### config.mk
export PLATFORM = sky130hd
export DESIGN_NAME = pcg_clock_config
export DESIGN_NICKNAME = d
export VERILOG_FILES = /design/src/logic/pcg_pin_sync.v /design/src/logic/pcg_clock_config.v
export VERILOG_INCLUDE_DIRS = /design/src /design/src/logic
export SDC_FILE = /design/constraint.sdc
export NUM_CORES = 1
export LEC_CHECK = 0
export BUFFER_PORTS_ARGS = -buffer_cell sky130_fd_sc_hd__buf_2
export CAP_MARGIN = 0
export CORE_ASPECT_RATIO = 1.25
export CORE_MARGIN = 5
export CORE_UTILIZATION = 45
export CTS_CLUSTER_SIZE = 12
export DETAILED_ROUTE_END_ITERATION = 7
export PLACE_DENSITY_LB_ADDON = 0.1
export SYNTH_ARGS = -nofsm -noshare
export SYNTH_HDL_FRONTEND = slang
export SYNTH_SLANG_ARGS = --single-unit
### constraint.sdc
create_clock -name ref_clk -period 2.9 [get_ports ref_clk]
set_input_delay 0.145 -clock ref_clk [delete_from_list [all_inputs] [get_ports ref_clk]]
set_output_delay 0.145 -clock ref_clk [all_outputs]
set_load 0.01 [all_outputs]
### src/logic/pcg_consts.vh
// Constants for the pixel clock generator configuration block
`ifndef PCG_CONSTS_VH
`define PCG_CONSTS_VH

// Register offsets on the serial control port
`define PCG_OFS_VERSION     8'h00
`define PCG_OFS_DIV_HIGH    8'h01
`define PCG_OFS_DIV_LOW     8'h02
`define PCG_OFS_CLK_CFG     8'h03
`define PCG_OFS_PHASE       8'h04

// Power-up register contents
`define PCG_RST_DIV_HIGH    8'h69
`define PCG_RST_DIV_LOW_NIB 4'hD
`define PCG_RST_RATIO       12'h69D
`define PCG_RST_BAND        2'h1
`define PCG_RST_PUMP        3'h1
`define PCG_RST_EXT_SEL     1'h0
`define PCG_RST_PHASE       5'h10

// Field positions
`define PCG_DIV_LOW_MSB     7
`define PCG_DIV_LOW_LSB     4
`define PCG_BAND_MSB        7
`define PCG_BAND_LSB        6
`define PCG_PUMP_MSB        5
`define PCG_PUMP_LSB        3
`define PCG_EXT_SEL_BIT     2
`define PCG_PHASE_MSB       7
`define PCG_PHASE_LSB       3

// Supported divide ratio span
`define PCG_RATIO_MIN       12'h0DD
`define PCG_RATIO_MAX       12'hFFF

// Phase steps per pixel period
`define PCG_PHASE_STEPS     6'h20

// Serial port: slave address, arbitrary value
`define PCG_DEV_ADDR        7'h4C
// Bits per serial byte
`define PCG_BYTE_BITS       4'h8

`endif

### src/logic/pcg_pin_sync.v
// Two-stage synchroniser for the serial control pins
`timescale 1ns/1ps
`default_nettype none

module pcg_pin_sync #(
    parameter WIDTH = 2
) (
    input  wire             ref_clk,
    input  wire             rst,
    input  wire [WIDTH-1:0] pin_in,
    output wire [WIDTH-1:0] pin_sync
);

    genvar i;

    // One pair of flops per pin; idle level of the bus is high
    generate
        for (i = 0; i < WIDTH; i = i + 1) begin : g_bit
            reg meta_ff;
            reg sync_ff;
            always @(posedge ref_clk) begin
                if (rst) begin
                    meta_ff <= 1'b1;
                    sync_ff <= 1'b1;
                end else begin
                    meta_ff <= pin_in[i];
                    sync_ff <= meta_ff;
                end
            end
            assign pin_sync[i] = sync_ff;
        end
    endgenerate

endmodule

`default_nettype wire

### src/logic/pcg_clock_config.v
// Pixel clock generator configuration registers behind a 2-wire port
//
// Function
// Divide ratio is 12 bits: high register, then low register bits [7:4].
// New ratio takes effect only on a low register write.
// Host keeps the divide ratio between 221 and 4095.
// PLL locks pixel clock divided by ratio to horizontal sync.
// Ratio resets to 1693, high register to 0x69.
// Band field [7:6] picks pixel rate range 12-30 up to 120-150.
// PLL post-divisor follows the band field automatically.
// Band field resets to 01.
// Pump field [5:3] selects loop filter current 50 to 1500 uA.
// Pump field resets to 001, 100 uA.
// Bit 2 picks clock source: 0 internal PLL, 1 external pin.
// External source ignores divide ratio but keeps phase adjustment.
// External select resets to 0.
// Phase field [7:3] steps sampling edge in 32 steps of 11.25 deg.
// Phase field resets to 16.
// Address zero reads silicon revision; writes do nothing.
// All fields take defaults on reset before any host write.
`timescale 1ns/1ps
`default_nettype none
`include "pcg_consts.vh"

module pcg_clock_config #(
    parameter [7:0] SILICON_VERSION = 8'h01  // Arbitrary value
) (
    input  wire        ref_clk,
    input  wire        rst,
    input  wire        scl_in,
    input  wire        sda_in,
    output reg         sda_out_ff,
    output reg         sda_oe_ff,
    output reg  [11:0] line_divide_ratio_ff,
    output reg         pll_feedback_enable_ff,
    output reg         external_pixel_clock_select_ff,
    output reg  [1:0]  oscillator_band_select_ff,
    output reg  [1:0]  post_divide_log2_ff,
    output reg         pump_current_bit2_ff,
    output reg         pump_current_bit1_ff,
    output reg         pump_current_bit0_ff,
    output reg  [10:0] pump_current_ua_ff,
    output reg  [4:0]  sampling_phase_ff,
    output reg         ratio_in_span_ff
);

    // Serial port states
    // Bits are taken on the SCL rise and answers change on the SCL fall,
    // so the line never changes while the host may be sampling it
    localparam [3:0] ST_IDLE      = 4'h0;
    localparam [3:0] ST_ADDR      = 4'h1;
    localparam [3:0] ST_ADDR_ACK  = 4'h2;
    localparam [3:0] ST_SUB       = 4'h3;
    localparam [3:0] ST_SUB_ACK   = 4'h4;
    localparam [3:0] ST_WDATA     = 4'h5;
    localparam [3:0] ST_WDATA_ACK = 4'h6;
    localparam [3:0] ST_RDATA     = 4'h7;
    localparam [3:0] ST_RDATA_ACK = 4'h8;

    wire       scl_s;
    wire       sda_s;
    reg        scl_d_ff;
    reg        sda_d_ff;
    reg [3:0]  state_ff;
    reg [3:0]  bit_cnt_ff;
    reg [7:0]  shift_ff;
    reg [7:0]  tx_ff;
    reg [7:0]  ptr_ff;
    reg        rw_ff;
    reg        nack_ff;
    reg        wr_stb_ff;
    reg [7:0]  wr_addr_ff;
    reg [7:0]  wr_data_ff;

    // Register file
    // Low nibble kept only for readback; the live ratio has its own copy
    reg [7:0]  div_high_ff;
    reg [3:0]  div_low_ff;
    reg [1:0]  band_ff;
    reg [2:0]  pump_ff;
    reg        ext_sel_ff;
    reg [4:0]  phase_ff;

    reg [7:0]  rd_data;
    reg [1:0]  nxt_post_div;
    reg [10:0] nxt_pump_ua;
    wire [11:0] nxt_ratio;

    wire scl_rise;
    wire scl_fall;
    wire bus_start;
    wire bus_stop;

    // Pins come from another domain, so resynchronise first
    pcg_pin_sync #(
        .WIDTH (2)
    ) u_pin_sync (
        .ref_clk  (ref_clk),
        .rst      (rst),
        .pin_in   ({scl_in, sda_in}),
        .pin_sync ({scl_s, sda_s})
    );

    // Bus events from synchronised levels only
    // Both SCL samples high, so SDA moves while SCL is low never frame
    assign scl_rise  = scl_s & ~scl_d_ff;
    assign scl_fall  = ~scl_s & scl_d_ff;
    assign bus_start = scl_s & scl_d_ff & sda_d_ff & ~sda_s;
    assign bus_stop  = scl_s & scl_d_ff & ~sda_d_ff & sda_s;

    // Read mux; reserved bits and unmapped offsets read zero
    always @* begin
        case (ptr_ff)
            `PCG_OFS_VERSION:  rd_data = SILICON_VERSION;
            `PCG_OFS_DIV_HIGH: rd_data = div_high_ff;
            `PCG_OFS_DIV_LOW:  rd_data = {div_low_ff, 4'h0};
            `PCG_OFS_CLK_CFG:  rd_data = {band_ff, pump_ff, ext_sel_ff, 2'h0};
            `PCG_OFS_PHASE:    rd_data = {phase_ff, 3'h0};
            default:           rd_data = 8'h00;
        endcase
    end

    // Serial port state machine; a start always wins over other events
    always @(posedge ref_clk) begin
        if (rst) begin
            scl_d_ff   <= 1'b1;
            sda_d_ff   <= 1'b1;
            state_ff   <= ST_IDLE;
            bit_cnt_ff <= 4'h0;
            shift_ff   <= 8'h00;
            tx_ff      <= 8'h00;
            ptr_ff     <= 8'h00;
            rw_ff      <= 1'b0;
            nack_ff    <= 1'b0;
            sda_oe_ff  <= 1'b0;
            sda_out_ff <= 1'b0;
            wr_stb_ff  <= 1'b0;
            wr_addr_ff <= 8'h00;
            wr_data_ff <= 8'h00;
        end else begin
            scl_d_ff   <= scl_s;
            sda_d_ff   <= sda_s;
            sda_out_ff <= 1'b0;  // Open drain: only ever pulls low
            wr_stb_ff  <= 1'b0;
            // A repeated start restarts the byte count in mid-frame
            if (bus_start) begin
                state_ff   <= ST_ADDR;
                bit_cnt_ff <= 4'h0;
                sda_oe_ff  <= 1'b0;
            end else if (bus_stop) begin
                state_ff  <= ST_IDLE;
                sda_oe_ff <= 1'b0;
            end else if (scl_rise) begin
                case (state_ff)
                    ST_ADDR, ST_SUB, ST_WDATA: begin
                        shift_ff   <= {shift_ff[6:0], sda_s};
                        bit_cnt_ff <= bit_cnt_ff + 4'h1;
                    end
                    ST_RDATA_ACK: begin
                        nack_ff <= sda_s;
                    end
                    default: begin
                        nack_ff <= nack_ff;
                    end
                endcase
            end else if (scl_fall) begin
                case (state_ff)
                    ST_ADDR: begin
                        if (bit_cnt_ff == `PCG_BYTE_BITS) begin
                            // Other addresses: drop off the bus until next start
                            if (shift_ff[7:1] == `PCG_DEV_ADDR) begin
                                rw_ff     <= shift_ff[0];
                                sda_oe_ff <= 1'b1;
                                state_ff  <= ST_ADDR_ACK;
                            end else begin
                                state_ff <= ST_IDLE;
                            end
                        end
                    end
                    ST_ADDR_ACK: begin
                        if (rw_ff) begin
                            tx_ff      <= rd_data;
                            sda_oe_ff  <= ~rd_data[7];
                            bit_cnt_ff <= 4'h1;
                            state_ff   <= ST_RDATA;
                        end else begin
                            sda_oe_ff  <= 1'b0;
                            bit_cnt_ff <= 4'h0;
                            state_ff   <= ST_SUB;
                        end
                    end
                    ST_SUB: begin
                        if (bit_cnt_ff == `PCG_BYTE_BITS) begin
                            ptr_ff    <= shift_ff;
                            sda_oe_ff <= 1'b1;
                            state_ff  <= ST_SUB_ACK;
                        end
                    end
                    ST_SUB_ACK, ST_WDATA_ACK: begin
                        sda_oe_ff  <= 1'b0;
                        bit_cnt_ff <= 4'h0;
                        state_ff   <= ST_WDATA;
                    end
                    ST_WDATA: begin
                        if (bit_cnt_ff == `PCG_BYTE_BITS) begin
                            // Write lands one cycle later; pointer auto-increments
                            wr_stb_ff  <= 1'b1;
                            wr_addr_ff <= ptr_ff;
                            wr_data_ff <= shift_ff;
                            ptr_ff     <= ptr_ff + 8'h01;
                            sda_oe_ff  <= 1'b1;
                            state_ff   <= ST_WDATA_ACK;
                        end
                    end
                    ST_RDATA: begin
                        if (bit_cnt_ff == `PCG_BYTE_BITS) begin
                            sda_oe_ff <= 1'b0;  // Host drives acknowledge
                            ptr_ff    <= ptr_ff + 8'h01;
                            state_ff  <= ST_RDATA_ACK;
                        end else begin
                            tx_ff      <= {tx_ff[6:0], 1'b0};
                            sda_oe_ff  <= ~tx_ff[6];
                            bit_cnt_ff <= bit_cnt_ff + 4'h1;
                        end
                    end
                    ST_RDATA_ACK: begin
                        if (nack_ff) begin
                            state_ff <= ST_IDLE;
                        end else begin
                            tx_ff      <= rd_data;
                            sda_oe_ff  <= ~rd_data[7];
                            bit_cnt_ff <= 4'h1;
                            state_ff   <= ST_RDATA;
                        end
                    end
                    default: begin
                        state_ff <= ST_IDLE;
                    end
                endcase
            end
        end
    end

    // Ratio staged from held high byte and freshly written low nibble
    // A high byte alone never reaches the PLL, so no half-written ratio goes live
    assign nxt_ratio = {div_high_ff, wr_data_ff[`PCG_DIV_LOW_MSB:`PCG_DIV_LOW_LSB]};

    // Register writes; revision and unmapped offsets ignore writes
    // One strobe per data byte; the pointer has already moved on
    always @(posedge ref_clk) begin
        if (rst) begin
            div_high_ff          <= `PCG_RST_DIV_HIGH;
            div_low_ff           <= `PCG_RST_DIV_LOW_NIB;
            band_ff              <= `PCG_RST_BAND;
            pump_ff              <= `PCG_RST_PUMP;
            ext_sel_ff           <= `PCG_RST_EXT_SEL;
            phase_ff             <= `PCG_RST_PHASE;
            line_divide_ratio_ff <= `PCG_RST_RATIO;
        end else if (wr_stb_ff) begin
            case (wr_addr_ff)
                `PCG_OFS_DIV_HIGH: begin
                    // Held only; active ratio untouched
                    div_high_ff <= wr_data_ff;
                end
                `PCG_OFS_DIV_LOW: begin
                    div_low_ff           <= wr_data_ff[`PCG_DIV_LOW_MSB:`PCG_DIV_LOW_LSB];
                    line_divide_ratio_ff <= nxt_ratio;
                end
                `PCG_OFS_CLK_CFG: begin
                    band_ff    <= wr_data_ff[`PCG_BAND_MSB:`PCG_BAND_LSB];
                    pump_ff    <= wr_data_ff[`PCG_PUMP_MSB:`PCG_PUMP_LSB];
                    ext_sel_ff <= wr_data_ff[`PCG_EXT_SEL_BIT];
                end
                `PCG_OFS_PHASE: begin
                    phase_ff <= wr_data_ff[`PCG_PHASE_MSB:`PCG_PHASE_LSB];
                end
                default: begin
                    phase_ff <= phase_ff;
                end
            endcase
        end
    end

    // Post-divisor: slow bands run the oscillator fast and divide down
    // Log2 encoding keeps the divisor field two bits wide
    always @* begin
        case (band_ff)
            2'h0:    nxt_post_div = 2'h3;
            2'h1:    nxt_post_div = 2'h2;
            2'h2:    nxt_post_div = 2'h1;
            default: nxt_post_div = 2'h0;
        endcase
    end

    // Loop filter drive current in microamps per pump code
    // Plain table in code order; the steps are not evenly spaced
    always @* begin
        case (pump_ff)
            3'h0:    nxt_pump_ua = 11'h032;
            3'h1:    nxt_pump_ua = 11'h064;
            3'h2:    nxt_pump_ua = 11'h096;
            3'h3:    nxt_pump_ua = 11'h0FA;
            3'h4:    nxt_pump_ua = 11'h15E;
            3'h5:    nxt_pump_ua = 11'h1F4;
            3'h6:    nxt_pump_ua = 11'h2EE;
            default: nxt_pump_ua = 11'h5DC;
        endcase
    end

    // Analog controls; registered so outputs never glitch
    // Costs one cycle of latency behind the register file
    always @(posedge ref_clk) begin
        if (rst) begin
            pll_feedback_enable_ff         <= 1'b1;
            external_pixel_clock_select_ff <= `PCG_RST_EXT_SEL;
            oscillator_band_select_ff      <= `PCG_RST_BAND;
            post_divide_log2_ff            <= 2'h2;
            pump_current_bit2_ff           <= 1'b0;
            pump_current_bit1_ff           <= 1'b0;
            pump_current_bit0_ff           <= 1'b1;
            pump_current_ua_ff             <= 11'h064;
            sampling_phase_ff              <= `PCG_RST_PHASE;
            ratio_in_span_ff               <= 1'b1;
        end else begin
            // Feedback divider drives the PLL lock to horizontal sync
            pll_feedback_enable_ff         <= ~ext_sel_ff;
            external_pixel_clock_select_ff <= ext_sel_ff;
            oscillator_band_select_ff      <= band_ff;
            post_divide_log2_ff            <= nxt_post_div;
            pump_current_bit2_ff           <= pump_ff[2];
            pump_current_bit1_ff           <= pump_ff[1];
            pump_current_bit0_ff           <= pump_ff[0];
            pump_current_ua_ff             <= nxt_pump_ua;
            // Phase applies in either clock source mode
            sampling_phase_ff              <= phase_ff;
            // Status only; a ratio out of span is still applied
            ratio_in_span_ff <= (line_divide_ratio_ff >= `PCG_RATIO_MIN);
        end
    end

endmodule

`default_nettype wire

==> results.sh <==
export IMPL_status="finished, final reports clean"
export IMPL_ys_flop_type="sky130_fd_sc_hd__dfxtp_1"
export IMPL_die_x_um=104
export IMPL_grt_max_degree=66
export IMPL_final_min_clock_period_ns=2.29
export IMPL_fillCellCount=1052
export IMPL_clockPowerShare_pct=55.9
export IMPL_critPathLaunchType="register"
export IMPL_power_report_internal_total_mw=3.03
export IMPL_netSwitchingPower_uw=725
export IMPL_cts_sink_count=113
export IMPL_place_congestion=0.903
export IMPL_fin_area_um2=5850
export IMPL_track_usage_pct=18.5
export IMPL_total_iterations_of_the_first_detailed_routing_run=7
export IMPL_area_delta_synth_final_pct=17.7
export IMPL_power_density_cell_area_nw_per_um2=641
export IMPL_fp_dieH_um=128
export IMPL_async_flop_share_pct=0
export IMPL_worstPathRequired_ns=3.17
export IMPL_number_of_instances_in_the_synthesized_netlist=552
export IMPL_std_cell_rows=43
export IMPL_antenna_found_initial=0
export IMPL_synth_top_cells_by_area="sky130_fd_sc_hd__dfxtp_1 (45%), sky130_fd_sc_hd__mux2i_1 (9.1%), sky130_fd_sc_hd__nor2_1 (6.0%), sky130_fd_sc_hd__nor2b_1 (3.0%), sky130_fd_sc_hd__nand2_1 (2.6%)"
export IMPL_instance_area_at_placement_um2=5230
export IMPL_count_leader_synth="sky130_fd_sc_hd__dfxtp_1"
export IMPL_hold_start="u_pin_sync.g_bit[1].meta_ff"
export IMPL_cp_max_fo=13
export IMPL_via_total_after_detailed_routing=3947
export IMPL_place_port_buffers=41
export IMPL_p_comb_share_pct=2.3
export IMPL_synth_top_area_share_pct=45.5
export IMPL_synth_adder_area_share_pct=2.52
export IMPL_ios=44
export IMPL_clock_latency_ns=0.40
export IMPL_ys_warns=0
export IMPL_maxSlewViolCount=0
export IMPL_timing_critical_path_slowest_cell_delay_ns=0.63
export IMPL_number_of_distinct_library_cells_after_synthesis=58
export IMPL_r2r_end="ptr_ff[2]"
export IMPL_drive_above_1_share_pct=15.3
export IMPL_synth_simple_area_share_pct=21.9
export IMPL_synth_ff_latch_count=113
export IMPL_slew_headroom_pct=25.5
export IMPL_clkSlewWorstSetupHoldPaths_ns=0.05
export IMPL_core_um2=11000
export IMPL_power_frac_seq_pct=41.8
export IMPL_leakage_nw=2.34
export IMPL_clock_skew_final_ns=0.0100
export IMPL_average_cell_area_after_synthesis_um2=9.01
export IMPL_post_route_period_util_pct=79.0
export IMPL_wl_per_cell_um=16.2
export IMPL_grt_setup_unrepaired="false"
export IMPL_post_route_drc_count=0
export IMPL_min_path_type="register to register"
export IMPL_initialDrtViolationCount=208
export IMPL_cp_depth=7
export IMPL_initial_utilization_pct=45.3
export IMPL_crit_path_start="scl_d_ff"
export IMPL_netlist_area_um2=4970
export IMPL_path_buf_inv=1
export IMPL_global_route_wire_length_before_repair_um=19900
export IMPL_seq_area_frac_synth_pct=45.5
export IMPL_yosysTopAreaCell="sky130_fd_sc_hd__dfxtp_1"
export IMPL_finalSetupTns_ns=0
export IMPL_synth_top_cells_by_count="sky130_fd_sc_hd__dfxtp_1 (113), sky130_fd_sc_hd__nor2_1 (80), sky130_fd_sc_hd__mux2i_1 (45)"
export IMPL_cts_repair_timing_setup_buffer_count=0
export IMPL_ff2ff_path_depth=7
export IMPL_detailed_route_wire_length_um=11800
export IMPL_grt_overflow_total=0
export IMPL_ctsRootBufferMaster="sky130_fd_sc_hd__clkbuf_16"
export IMPL_critical_path_cell_chain="inv_1 -> ha_1 -> nor2b_1 -> nand2_1 -> or4_1 -> o21ai_0 -> a21oi_1"
export IMPL_cts_tree="built"
export IMPL_crit_reg2reg_launch="scl_d_ff"
export IMPL_vdd_drop_max_mv=0.471
export IMPL_compound_cell_area_share_of_the_yosys_netlist_pct=15.7
export IMPL_power_switching_fraction_pct=19.3
export IMPL_tritoncts_num_buffers=17
export IMPL_hold_path_endpoint="u_pin_sync.g_bit[1].sync_ff"
export IMPL_first_global_vias=3830
export IMPL_worst_endpoint_arrival_ns=2.56
export IMPL_hold_path_depth=1
export IMPL_clock_h_tree_levels=4
export IMPL_final_hold_violation_count=0
export IMPL_cp_slowest_cell="sky130_fd_sc_hd__or4_1"
export IMPL_fp_dieArea_um2=13300
export IMPL_timing_setup_critical_path_class="register to register"
export IMPL_post_synthesis_xor_xnor_area_fraction_pct=0.352
export IMPL_finish_net_count=600
export IMPL_cts_path_max_buffers=2
export IMPL_setup_worst_path_end_class="register"
export IMPL_avgViaCountPerCell=5.41
export IMPL_timing_reg2reg_setup_slack_ns=0.61
export IMPL_max_cap_violations=0
export IMPL_diodes_inserted=0
export IMPL_synth_edff_count=0
export IMPL_critical_path_top_delay_family="simple AND/OR/NAND/NOR gates"
export IMPL_synthMuxAreaShare_pct=9.06
export IMPL_final_setup_viol_count=0
export IMPL_fmax_ghz=0.437
export IMPL_tightestPinTransition_ns=1.12
export IMPL_largest_family_of_logic_cells_by_synthesized_area="simple AND/OR/NAND/NOR gates"
export IMPL_detail_route_antenna_nets=0
export IMPL_final_hpwl_from_detailed_placement_um=8170
-- cell families after synthesis --
kind of cell	Yosys count
buffers and inverters	55
flip-flops	113
AND/OR/NAND/NOR	216
AO/OA/AOI/OAI	110
other	1
multiplexers	45
XOR/XNOR	2
adder cells (fa/ha/maj)	10
-- placed cells by master (no fill, tap or decap), drive strengths merged, types with 14 or more instances in the layout --
cell / count
a211o: 14
a21oi: 20
buf: 48
clkbuf: 22
dfxtp: 113
inv: 19
mux2i: 45
nand2: 34
nand2b: 14
nand3: 19
nor2: 80
nor2b: 24
o21ai: 20
-- area by class of cell --
cell class | count | area, um^2 | share of cell area, %
Multi-Input combinational cell | 385 | 2470 | 42.2
Sequential cell | 113 | 2260 | 38.7
Clock buffer | 22 | 494 | 8.45
Timing Repair Buffer | 50 | 278 | 4.75
Tap cell | 135 | 169 | 2.89
Clock inverter | 6 | 105 | 1.80
Inverter | 19 | 71.3 | 1.22
-- layer usage --
metal	part of all wire, %	track usage, %	wire length (um)	vias to the layer above
met5	0	0	0	-
met4	2.1	8.31	252	0
met3	3.6	4.24	430	20
met2	47	29.2	5600	72
met1	47	24.2	5540	1855
li1	-	-	-	2000
-- per-stage QoR --
stage	utilization, %	std cells	setup slack (ns)	power (mW)	hold WS, ns
global route	53.3	730	0.359	3.89	0.422
CTS	53.3	730	0.615	3.79	0.412
detailed placement	47.7	700	0.638	1.68	0.333
floorplan	-	553	0.815	1.66	0.249
global placement	47.7	700	0.703	1.68	0.331
finish	53.3	730	0.610	3.75	0.407
-- power by group through the flow --
stage / Combinational, mW / Sequential, mW / Clock, mW
after global placement: 0.0850 / 1.60 / 0
after floorplan: 0.0681 / 1.60 / 0
final: 0.0876 / 1.57 / 2.10
after detailed placement: 0.0851 / 1.60 / 0
after CTS: 0.0875 / 1.57 / 2.13
after global routing: 0.0985 / 1.57 / 2.23
-- worst max-delay path by stage --
stage	end	slack, ns
3_3_place_gp	state_ff[0]	0.70
5_1_grt	ptr_ff[2]	0.36
4_1_cts	ptr_ff[7]	0.62
6_report	ptr_ff[2]	0.61
3_5_place_dp	line_divide_ratio_ff[0]	0.64
2_1_floorplan	bit_cnt_ff[0]	0.81
-- sequential cells by signal, indices dropped and copies added (netlist names), 3 cells and up --
signal and count:
wr_addr_ff 8, sampling_phase_ff 5, wr_data_ff 8, ptr_ff 8, state_ff 4, pump_ff 3
shift_ff 8, pump_current_ua_ff 10, phase_ff 5, tx_ff 7, bit_cnt_ff 4, div_high_ff 8
line_divide_ratio_ff 12
-- timing repair --
action / 4_1_cts / 5_1_grt
hold buffers: 2 / 0
resized for setup: 0 / 0
endpoints found under the hold margin: 2 / 0
(Power assumes the default switching activity.)
